<file path="src/rtl/rnseq_pkg.sv">
// Purpose: Shared constants for the converter-four enable sequencer
// Assumes: 125 MHz system clock, byte-wide register port
// Notes:   Reset values are a local choice; delays are in whole milliseconds
`default_nettype none
package rnseq_pkg;
    // Register offsets
    localparam logic [7:0] OFF_GOOD_MASK_A    = 8'h10;
    localparam logic [7:0] OFF_SOURCE_MASK_B  = 8'h11;
    localparam logic [7:0] OFF_EDGE_DELAYS    = 8'h12;
    // Values after reset
    localparam logic [7:0] RST_GOOD_MASK_A    = 8'h00;
    localparam logic [7:0] RST_SOURCE_MASK_B  = 8'h00;
    localparam logic [7:0] RST_EDGE_DELAYS    = 8'h00;
    // Field positions
    localparam int SEL_LSB                    = 2;
    localparam int RISE_LSB                   = 0;
    localparam int FALL_LSB                   = 3;
    localparam int RSV_B_LSB                  = 5;
    // Enable source codes
    localparam logic [2:0] SRC_PIN_ONE        = 3'h0;
    localparam logic [2:0] SRC_PIN_TWO        = 3'h1;
    localparam logic [2:0] SRC_PIN_FIVE       = 3'h2;
    localparam logic [2:0] SRC_PIN_FOUR       = 3'h3;
    localparam logic [2:0] SRC_PIN_THREE      = 3'h4;
    localparam logic [2:0] SRC_PINS_3_AND_4   = 3'h5;
    localparam logic [2:0] SRC_PIN_SIX        = 3'h6;
    localparam logic [2:0] SRC_ALWAYS_ON      = 3'h7;
    // Timebase: one millisecond tick
    localparam int CLK_PERIOD_NS              = 8;
    localparam int TICK_PERIOD_NS             = 1000000;
    localparam int TICK_CYCLES                = TICK_PERIOD_NS / CLK_PERIOD_NS;
    // Delay table in milliseconds
    localparam logic [6:0] DLY_MS_0           = 7'h00;
    localparam logic [6:0] DLY_MS_1           = 7'h02;
    localparam logic [6:0] DLY_MS_2           = 7'h04;
    localparam logic [6:0] DLY_MS_3           = 7'h08;
    localparam logic [6:0] DLY_MS_4           = 7'h10;
    localparam logic [6:0] DLY_MS_5           = 7'h18;
    localparam logic [6:0] DLY_MS_6_DEFAULT   = 7'h20;
    localparam logic [6:0] DLY_MS_7           = 7'h40;
    // Sequencer states, one-hot
    typedef enum logic [3:0] {
        RN_OFF       = 4'h1,
        RN_RISE_WAIT = 4'h2,
        RN_ON        = 4'h4,
        RN_FALL_WAIT = 4'h8
    } rnseq_state_t;
endpackage
`default_nettype wire

</file>
<file path="src/rtl/rnseq_top.sv">
// Purpose: Enable qualification and edge delay for converter four
// Assumes: Control pins and power-good flags are asynchronous
// Notes:   Divider restarts on each delay so counts are exact to a tick
//
// How it works
// - Mask bit 0 requires that rail good
// - Mask bit 1 ignores that rail good
// - Register A bits 7..0 map eight rails
// - Register B bits 1,0 mask two rails
// - Bits 4:2 select the enable pin source
// - Code 111 forces enable source high
// - Rising edge delayed per bits 2:0
// - Falling edge delayed per bits 5:3
// - Millisecond timebase within ten percent
`timescale 1ns/10ps
`default_nettype none
module rnseq_top
    import rnseq_pkg::*;
#(
    parameter int         TICK_LEN       = TICK_CYCLES,      // Cycles per ms tick
    parameter logic [6:0] DELAY_CODE6_MS = DLY_MS_6_DEFAULT  // Delay for code 110
) (
    input  wire logic       CLK_SYS,
    input  wire logic       RSTN,
    input  wire logic [5:0] CTL_PIN,      // Control pins one..six
    input  wire logic [9:0] RAIL_GOOD,    // Power-good flags of other rails
    input  wire logic [7:0] REG_ADDR,
    input  wire logic [7:0] REG_WDATA,
    input  wire logic       REG_WE,
    output logic      [7:0] REG_RDATA,
    output logic            RAIL_ENABLE
);

    // Synchroniser stages
    logic [5:0]   ctl_s1;                 // First stage, pins
    logic [5:0]   ctl_s2;                 // Second stage, pins
    logic [9:0]   pg_s1;                  // First stage, good flags
    logic [9:0]   pg_s2;                  // Second stage, good flags
    // Registers and their next values
    logic [7:0]   mask_a;                 // Good masks, eight rails
    logic [7:0]   src_b;                  // Source select and two masks
    logic [7:0]   delays;                 // Edge delay codes
    logic [7:0]   next_mask_a;
    logic [7:0]   next_src_b;
    logic [7:0]   next_delays;
    logic [7:0]   next_rdata;
    // Sequencer state
    rnseq_state_t state;
    rnseq_state_t next_state;
    logic [31:0]  div;                    // Tick divider
    logic [31:0]  next_div;
    logic [6:0]   ms_cnt;                 // Elapsed ms in a delay
    logic [6:0]   next_ms_cnt;
    logic         next_enable;
    // Decoded terms
    logic         tick;                   // One-cycle ms pulse
    logic         src_en;                 // Selected pin level
    logic         req;                    // Qualified enable request
    logic [9:0]   mask;                   // All ten mask bits
    logic [6:0]   rise_ms;
    logic [6:0]   fall_ms;
    logic [2:0]   sel;

    // Code to milliseconds
    function automatic logic [6:0] code_ms(input logic [2:0] code);
        case (code)
            3'h0:    code_ms = DLY_MS_0;
            3'h1:    code_ms = DLY_MS_1;
            3'h2:    code_ms = DLY_MS_2;
            3'h3:    code_ms = DLY_MS_3;
            3'h4:    code_ms = DLY_MS_4;
            3'h5:    code_ms = DLY_MS_5;
            3'h6:    code_ms = DELAY_CODE6_MS;
            default: code_ms = DLY_MS_7;
        endcase
    endfunction

    // Two-flop synchronisers for outside levels
    always_ff @(posedge CLK_SYS or negedge RSTN) begin
        if (!RSTN) begin
            ctl_s1 <= 6'h00;
            ctl_s2 <= 6'h00;
            pg_s1  <= 10'h000;
            pg_s2  <= 10'h000;
        end else begin
            ctl_s1 <= CTL_PIN;
            ctl_s2 <= ctl_s1;
            pg_s1  <= RAIL_GOOD;
            pg_s2  <= pg_s1;
        end
    end

    // Register writes and read mux
    always_comb begin
        next_mask_a = mask_a;
        next_src_b  = src_b;
        next_delays = delays;
        if (REG_WE) begin
            case (REG_ADDR)
                OFF_GOOD_MASK_A:   next_mask_a = REG_WDATA;
                OFF_SOURCE_MASK_B: next_src_b  = REG_WDATA;
                OFF_EDGE_DELAYS:   next_delays = REG_WDATA;
                default:           next_mask_a = mask_a;     // Unmapped ignored
            endcase
        end
        case (REG_ADDR)
            OFF_GOOD_MASK_A:   next_rdata = mask_a;
            OFF_SOURCE_MASK_B: next_rdata = src_b;
            OFF_EDGE_DELAYS:   next_rdata = delays;
            default:           next_rdata = 8'h00;           // Unmapped reads zero
        endcase
    end

    always_ff @(posedge CLK_SYS or negedge RSTN) begin
        if (!RSTN) begin
            mask_a    <= RST_GOOD_MASK_A;
            src_b     <= RST_SOURCE_MASK_B;
            delays    <= RST_EDGE_DELAYS;
            REG_RDATA <= 8'h00;
        end else begin
            mask_a    <= next_mask_a;
            src_b     <= next_src_b;
            delays    <= next_delays;
            REG_RDATA <= next_rdata;
        end
    end

    // Field decode
    assign sel     = src_b[SEL_LSB +: 3];
    assign rise_ms = code_ms(delays[RISE_LSB +: 3]);
    assign fall_ms = code_ms(delays[FALL_LSB +: 3]);
    assign mask    = {src_b[1:0], mask_a};
    assign tick    = (div == 32'(TICK_LEN - 1));

    // Source multiplexer
    always_comb begin
        case (sel)
            SRC_PIN_ONE:      src_en = ctl_s2[0];
            SRC_PIN_TWO:      src_en = ctl_s2[1];
            SRC_PIN_FIVE:     src_en = ctl_s2[4];
            SRC_PIN_FOUR:     src_en = ctl_s2[3];
            SRC_PIN_THREE:    src_en = ctl_s2[2];
            SRC_PINS_3_AND_4: src_en = ctl_s2[2] & ctl_s2[3];
            SRC_PIN_SIX:      src_en = ctl_s2[5];
            default:          src_en = 1'b1;
        endcase
    end

    // Unmasked good flags gate the request
    assign req = src_en & (&(pg_s2 | mask));

    // Sequencer next state
    always_comb begin
        next_state  = state;
        next_ms_cnt = ms_cnt;
        next_div    = tick ? 32'h0 : div + 32'h1;
        case (state)
            RN_OFF: begin
                next_div    = 32'h0;
                next_ms_cnt = 7'h00;
                if (req) begin
                    next_state = (rise_ms == 7'h00) ? RN_ON : RN_RISE_WAIT;
                end
            end
            RN_RISE_WAIT: begin
                if (!req) begin
                    next_state = RN_OFF;             // Request withdrawn
                end else if (tick) begin
                    next_ms_cnt = ms_cnt + 7'h01;
                    if (ms_cnt + 7'h01 >= rise_ms) begin
                        next_state = RN_ON;
                    end
                end
            end
            RN_ON: begin
                next_div    = 32'h0;
                next_ms_cnt = 7'h00;
                if (!req) begin
                    next_state = (fall_ms == 7'h00) ? RN_OFF : RN_FALL_WAIT;
                end
            end
            RN_FALL_WAIT: begin
                if (req) begin
                    next_state = RN_ON;              // Request returned
                end else if (tick) begin
                    next_ms_cnt = ms_cnt + 7'h01;
                    if (ms_cnt + 7'h01 >= fall_ms) begin
                        next_state = RN_OFF;
                    end
                end
            end
            default: next_state = RN_OFF;
        endcase
        next_enable = (next_state == RN_ON) || (next_state == RN_FALL_WAIT);
    end

    // Sequencer registers
    always_ff @(posedge CLK_SYS or negedge RSTN) begin
        if (!RSTN) begin
            state       <= RN_OFF;
            div         <= 32'h0;
            ms_cnt      <= 7'h00;
            RAIL_ENABLE <= 1'b0;
        end else begin
            state       <= next_state;
            div         <= next_div;
            ms_cnt      <= next_ms_cnt;
            RAIL_ENABLE <= next_enable;
        end
    end
endmodule
`default_nettype wire

</file>
<file path="config.mk">
export PLATFORM = sky130hd
export DESIGN_NAME = rnseq_top
export DESIGN_NICKNAME = d
export VERILOG_FILES = /design/src/rtl/rnseq_pkg.sv /design/src/rtl/rnseq_top.sv
export SDC_FILE = /design/constraint.sdc
export NUM_CORES = 1
export LEC_CHECK = 0
export ABC_AREA = 1
export BUFFER_PORTS_ARGS = -buffer_cell sky130_fd_sc_hd__buf_2
export CAP_MARGIN = 20
export CORE_ASPECT_RATIO = 2
export CORE_MARGIN = 1
export CORE_UTILIZATION = 60
export DETAILED_ROUTE_END_ITERATION = 10
export MAX_ROUTING_LAYER = met4
export PLACE_DENSITY_LB_ADDON = 0.05
export SYNTH_ARGS = -nofsm -noshare
export SYNTH_HDL_FRONTEND = slang
export SYNTH_SLANG_ARGS = --single-unit
</file>
<file path="constraint.sdc">
create_clock -name CLK_SYS -period 2.9 [get_ports CLK_SYS]
set_input_delay 0.29 -clock CLK_SYS [delete_from_list [all_inputs] [get_ports CLK_SYS]]
set_output_delay 0.29 -clock CLK_SYS [all_outputs]
set_load 0.05 [all_outputs]
</file>
==> results of run 1 <==
-- per-stage QoR --
stage,hold WS [ns],std cells,utilization
3_3_place_gp,0.332,836,0.656
3_5_place_dp,0.335,836,0.656
4_1_cts,0.00764,852,0.690
6_report,-0.00972,852,0.690
2_1_floorplan,-0.00559,702,-
5_1_grt,0.0263,852,0.690
-- flip-flops by register name, indices dropped and copies added, names as in the netlist, 7 cells and up --
| register | flops |
|---|---|
| delays | 8 |
| pg_s2 | 10 |
| div | 32 |
| mask_a | 8 |
| ms_cnt | 7 |
| pg_s1 | 10 |
| REG_RDATA | 8 |
| src_b | 8 |
-- area by class of cell --
| type | instances | area [µm²] | area share |
|---|---|---|---|
| repair buffers | 44 | 238 | 0.0380 |
| inverters | 89 | 334 | 0.0534 |
| multi-input cells | 493 | 2550 | 0.407 |
| clock buffers | 10 | 229 | 0.0366 |
| well taps | 102 | 128 | 0.0204 |
| flip-flops and latches | 108 | 2700 | 0.432 |
| clock inverters | 6 | 78.8 | 0.0126 |
-- layout by cell type (no fill, tap or decap), types with 2 or more instances in the layout --
cell type and instances:
nand2_2 6, inv_2 10, inv_6 2, o221ai_1 8
nand4_1 13, nor3_1 19, o21a_1 4, buf_2 42
nand3_1 45, nor4_1 2, clkbuf_16 9, xnor2_1 8
inv_1 79, nand2_1 155, nand2_4 3, nor2_2 11
xor2_1 12, nor3b_1 3, nor3_2 11, inv_8 2
nand3b_1 4, dfrtp_1 107, a21oi_1 12, nor2_1 113
nor2_4 3, o21ai_0 38, ha_1 14
-- where the power goes --
group / internal (mW) / total (mW) / switching, mW / leakage [nW]
clock network: 0.691 / 1.27 / 0.576 / 0.152
logic: 0.114 / 0.390 / 0.276 / 1.42
registers: 1.57 / 1.61 / 0.0457 / 1.39
total: 2.37 / 3.27 / 0.897 / 2.96
-- worst max-delay path, delay by kind of cell, from the launching register on --
kind | cells | cell delay (ns)
simple gates | 6 | 0.66
fa+ha+maj | 2 | 0.53
flops | 1 | 0.42
compound gates | 3 | 0.33
xor+xnor | 1 | 0.19
buf+inv | 1 | 0.10
-- cell usage after synthesis, drive strengths merged --
cell,count
buf,10
dfstp,1
xnor2,8
nand3,46
and3,1
o221ai,8
or2,1
dfrtp,107
ha,14
nand2,164
nand4,14
inv,89
nor3,30
o21ai,38
o21a,4
nand3b,4
xor2,12
clkbuf,2
nand2b,1
nor3b,4
nor2,128
a21boi,1
nor4,2
a21oi,12
o211ai,1
-- per-layer routing --
| layer | routed length, µm | GRT usage |
|---|---|---|
| met3 | 593 | 0.0378 |
| met2 | 8270 | 0.622 |
| met4 | 1540 | 0.292 |
| met5 | 0 | - |
| met1 | 4760 | 0.301 |
-- worst max path at each step --
stage	to	depth (start not counted)
final	RAIL_ENABLE	13
after global routing	RAIL_ENABLE	13
after CTS	RAIL_ENABLE	13
after detailed placement	RAIL_ENABLE	13
after global placement	RAIL_ENABLE	13
after floorplan	RAIL_ENABLE	13
-- logic make-up after synthesis --
family          count (synthesis)
simple gates                  395
flops                         108
buf+inv                       101
compound gates                 64
xor+xnor                       20
fa+ha+maj                      14
==> results.yml, run 1 <==
clock_tree:
  clock_sinks: 108
  root_buffer: "clkbuf_16"
  insertion_delay_ns: 0.35
  cts.repair.resized: 0
  clk_pin_slew_worst_paths_ns: 0.08
  cts_buffers: 9
  cts_setup_buffers: 0
  cts_hold_buf: 0
  cts_buffer_depth: 2
  htreeDepth: 3
  cts_tree: "yes"
timing:
  rsz0062_at_grt: "false"
  hold_viol: 23
  worst_pin_slew_ns: 0.693
  period_share: 0.808
  finalSetupTns_ns: 0
  setup_ws_ns: 0.556
  final.min_clock_period_ns: 2.34
  finalClockSkew_ns: 0.00880
  hold_ws_ns: -0.00972
  relSlewSlack: 0.538
  setup_violations: 0
  drv_slew: 0
  clock.fmax_mhz: 427
setup_path:
  worstReg2RegStart: "ms_cnt[0]"
  critical_path.cell_chain: "ha_1 > nand3_1 > nand3b_1 > xor2_1 > inv_1 > ha_1 > a21oi_1 > o21a_1 > nand2_1 > nand2_1 > a21oi_1 > nor2_1 > nand2_1"
  critPathCaptureType: "flip-flop"
  path_class: "flip-flop to flip-flop"
  crit_fanout: 6
  r2r_end: "RAIL_ENABLE"
  required_ns: 3.14
  startpoint: "ms_cnt[0]"
  reg2reg_slack_ns: 0.56
  path_common_cell: "nand2_1"
  ff2ff_path_depth: 13
  max_stage_delay_ns: 0.42
  cp_slowest_cell: "dfrtp_1"
  arrival_ns: 2.58
  crit_path_start_kind: "flip-flop"
drt:
  drc: 14
  drt-initial-drc-count: 329
  dr.pass1.iters: 8
  totalWireLength_um: 15200
  ant_nets: 0
  post_drt_via_cell_ratio: 5.76
  wl_per_cell_um: 17.8
  vias: 4910
yosys:
  synth_area_um2: 5640
  synth_area_per_cell_um2: 8.04
  synth_top_family_by_area: "simple AND/OR/NAND/NOR gates"
  synth.ff_latch_count: 108
  synth_xor_area_frac: 0.0310
  synth_cells: 702
  yosys-top-cells-area: "dfrtp_1 47%, nand2_1 10%, nor2_1 7.5%"
  yosysUniqueCellTypes: 36
  synth_compound_area_frac: 0.0647
  yosysSeqAreaShare: 0.479
  synth-adder-area-share: 0.0310
  synth_top_area_share: 0.474
  yosysTopAreaCell: "dfrtp_1"
  yosys.area_share.simple: 0.324
  syn_nets: 751
  yosysWarningCount: 0
  muxShareOfSynthArea: 0
job:
  maxCapViolations: 0
placed_design:
  dpl_cell_area_um2: 5950
  dpl.hpwl_um: 11800
  port_buffers: 43
  gp_congestion: 1.01
  post-place-ws_ns: 0.548
cells_and_area:
  drive_above_1_share: 0.144
  area_growth_pct: 10.9
  fillers: 755
  final_nets: 794
  insertedDiodeCount: 0
  finalInstanceArea_um2: 6260
global_route:
  grt.total_usage: 0.342
  overflow: 0
  antenna_found_initial: 0
  grt_max_degree: 56
  grt_pass1_vias: 5073
  grt_pass1_wl_um: 24300
power_and_ir_drop:
  peakVddDrop_v: 0.000363
  finalPower_mw: 3.27
  powerDensity_nw_per_um2: 522
  leakagePower_nw: 2.96
die:
  die_h_um: 139
  design.core.area_um2: 9070
  dieArea_um2: 9820
  rows: 49
  initial_utilization: 0.622
  io_pins: 44
  die_w_um: 70.6
min_path:
  hold_path_class: "primary input to async pin"
run_status:
  status: "complete, but fails checks"
  violations: "design-rule violations, negative hold slack"
Power figures use the tool's default switching activity.
==> inputs of run 2 (changes only) <==
--- a/config.mk
+++ b/config.mk
@@ -10,7 +10,7 @@
 export CAP_MARGIN = 20
 export CORE_ASPECT_RATIO = 2
 export CORE_MARGIN = 1
-export CORE_UTILIZATION = 60
+export CORE_UTILIZATION = 54
 export DETAILED_ROUTE_END_ITERATION = 10
 export MAX_ROUTING_LAYER = met4
 export PLACE_DENSITY_LB_ADDON = 0.05
==> constraint.sdc (replaced) <==
create_clock -name CLK_SYS -period 1.89 [get_ports CLK_SYS]
set_input_delay 0.189 -clock CLK_SYS [delete_from_list [all_inputs] [get_ports CLK_SYS]]
set_output_delay 0.189 -clock CLK_SYS [all_outputs]
set_load 0.05 [all_outputs]
==> run 2 against run 1 <==
Compared with the run above: the flow finishes with violations (negative setup slack); sequential power is 53% higher; via count is 4.1% higher; critical path depth stayed put; global-route usage down 1.6 points; cell area grew 10%; register-to-register slack worse by 0.76 ns; clock power is 50% higher; critical path type unchanged; critical endpoint unchanged.
==> results.yml, run 2 (synthesis gave the netlist of run 1 again) <==
placed_design:
  gp_congestion: 0.965
  port_buffers: 43
  dpl.hpwl_um: 12400
  dp.cells: 903
setup_path:
  critPathCaptureType: "flip-flop"
  crit_fanout: 2
  path_class: "flip-flop to flip-flop"
  required_ns: 2.14
  arrival_ns: 2.35
  crit_path_start_kind: "flip-flop"
clock_tree:
  root_buffer: "clkbuf_16"
  insertion_delay_ns: 0.36
  clock_sinks: 108
  htreeDepth: 3
  cts_buffer_depth: 2
  cts_tree: "yes"
  cts_buffers: 9
  clk_pin_slew_worst_paths_ns: 0.08
die:
  dieArea_um2: 10900
  die_w_um: 74.3
  design.core.area_um2: 10100
  die_h_um: 147
  initial_utilization: 0.556
  rows: 52
  io_pins: 44
cells_and_area:
  utilization: 0.678
  area_growth_pct: 21.9
  fillers: 886
  multi_input_area_um2: 2650
  layout_common_cells: "150 x nand2_1, 112 x nor2_1, 106 x dfrtp_1"
  regMostFlops: "div"
  final_cells: 941
  ff_latch_area_um2: 2710
  final_nets: 850
  mostFrequentLayoutCell: "nand2_1"
  drive_above_1_share: 0.211
  reg_top3: "div: 32 flops, pg_s1: 10 flops, pg_s2: 10 flops"
  largest_register_ff_count: 32
  insertedDiodeCount: 0
run_status:
  status: "complete, but fails checks"
  violations: "negative setup slack"
power_and_ir_drop:
  peakVddDrop_v: 0.000528
  seqPwrFrac: 0.483
  internal_power_mw: 3.62
  clkPwrFrac: 0.372
  swShare: 0.290
  powerDensity_nw_per_um2: 742
  leakagePower_nw: 3.23
  pwr-share-comb: 0.144
  netSwitchingPower_mw: 1.48
drt:
  drt-initial-drc-count: 267
  wl_per_cell_um: 17.0
  post_drt_via_cell_ratio: 5.43
  totalWireLength_um: 16000
  drc: 0
  dr.pass1.iters: 4
  vias: 5113
  ant_nets: 0
timing:
  drv_slew: 0
  clock.fmax_mhz: 477
  setup_ws_ns: -0.207
  hold_viol: 0
  hold_ws_ns: 0.0581
  worst_pin_slew_ns: 0.520
  final.min_clock_period_ns: 2.10
  relSlewSlack: 0.653
  rsz0062_at_grt: "true"
  setup_violations: 5
  finalClockSkew_ns: 0.00934
  period_share: 1.11
min_path:
  hold_path_class: "primary input to flip-flop"
global_route:
  grt.total_usage: 0.325
  grt_max_degree: 48
  overflow: 0
  grt_pass1_vias: 5173
  grt_pass1_wl_um: 25000
  antenna_found_initial: 0
job:
  maxCapViolations: 0
==> run 2: layout make-up <==
cell class / count / area share
well taps: 135 / 0.0245
repair buffers: 100 / 0.104
multi-input cells: 493 / 0.385
flip-flops and latches: 108 / 0.393
clock buffers: 9 / 0.0327
inverters: 89 / 0.0485
clock inverters: 7 / 0.0122
==> run 2: critical path: stages, from the launching register on <==
cell,delay [ns]
dfrtp_1,0.36
ha_2,0.20
nand3_2,0.07
nand3b_1,0.21
xor2_2,0.19
inv_2,0.09
ha_4,0.25
a21oi_2,0.11
o21a_1,0.14
nand2_2,0.08
nand2_2,0.10
a21oi_2,0.05
nor2_1,0.08
nand2_1,0.05
==> run 2: metal layers <==
| metal | vias to the layer above | share of wire | wire, µm | global-route usage |
|---|---|---|---|---|
| met5 | - | 0 | 0 | - |
| met4 | 0 | 0.089 | 1430 | 0.255 |
| met3 | 83 | 0.038 | 602 | 0.0566 |
| met2 | 158 | 0.57 | 9200 | 0.603 |
| met1 | 2434 | 0.30 | 4810 | 0.259 |
| li1 | 2438 | - | - | - |
==> run 2: power by group through the flow <==
stage | Combinational [mW] | Clock (mW) | Sequential (mW)
floorplan | 0.392 | 0 | 2.50
global placement | 0.671 | 0 | 2.51
detailed placement | 0.678 | 0 | 2.51
CTS | 0.729 | 1.93 | 2.47
global route | 0.820 | 2.01 | 2.48
finish | 0.737 | 1.90 | 2.47
==> run 2: final timing paths <==
kind,start,endpoint,slack [ns],cells after the start
worst max-delay path,ms_cnt[0],RAIL_ENABLE,-0.21,13
worst min-delay path,REG_WDATA[6],delays[6],0.06,3
worst max register to register,ms_cnt[0],RAIL_ENABLE,-0.21,13
worst min register to register,pg_s1[5],pg_s2[5],0.35,0
max in group asynchronous,RSTN,div[29],0.92,3
min in group asynchronous,RSTN,pg_s2[1],0.34,2
==> run 2: per-stage QoR <==
stage / instance area (µm²) / power, mW / setup TNS, ns / setup slack (ns)
after floorplan: 5650 / 2.89 / -0.458 / -0.142
after global placement: 6270 / 3.18 / -0.838 / -0.262
after detailed placement: 6270 / 3.19 / -1.14 / -0.295
after CTS: 6810 / 5.12 / -0.729 / -0.200
after global routing: 6880 / 5.31 / -1.50 / -0.362
final: 6880 / 5.11 / -0.778 / -0.207
==> run 2: timing repair <==
action / CTS / global route
hold buffers: 17 / 0
endpoints found under the setup margin: 5 / 15
buffers inserted: 2 / 3
hold endpoints to repair: 53 / 0
pin swaps: 15 / 8
resized for setup: 13 / 9
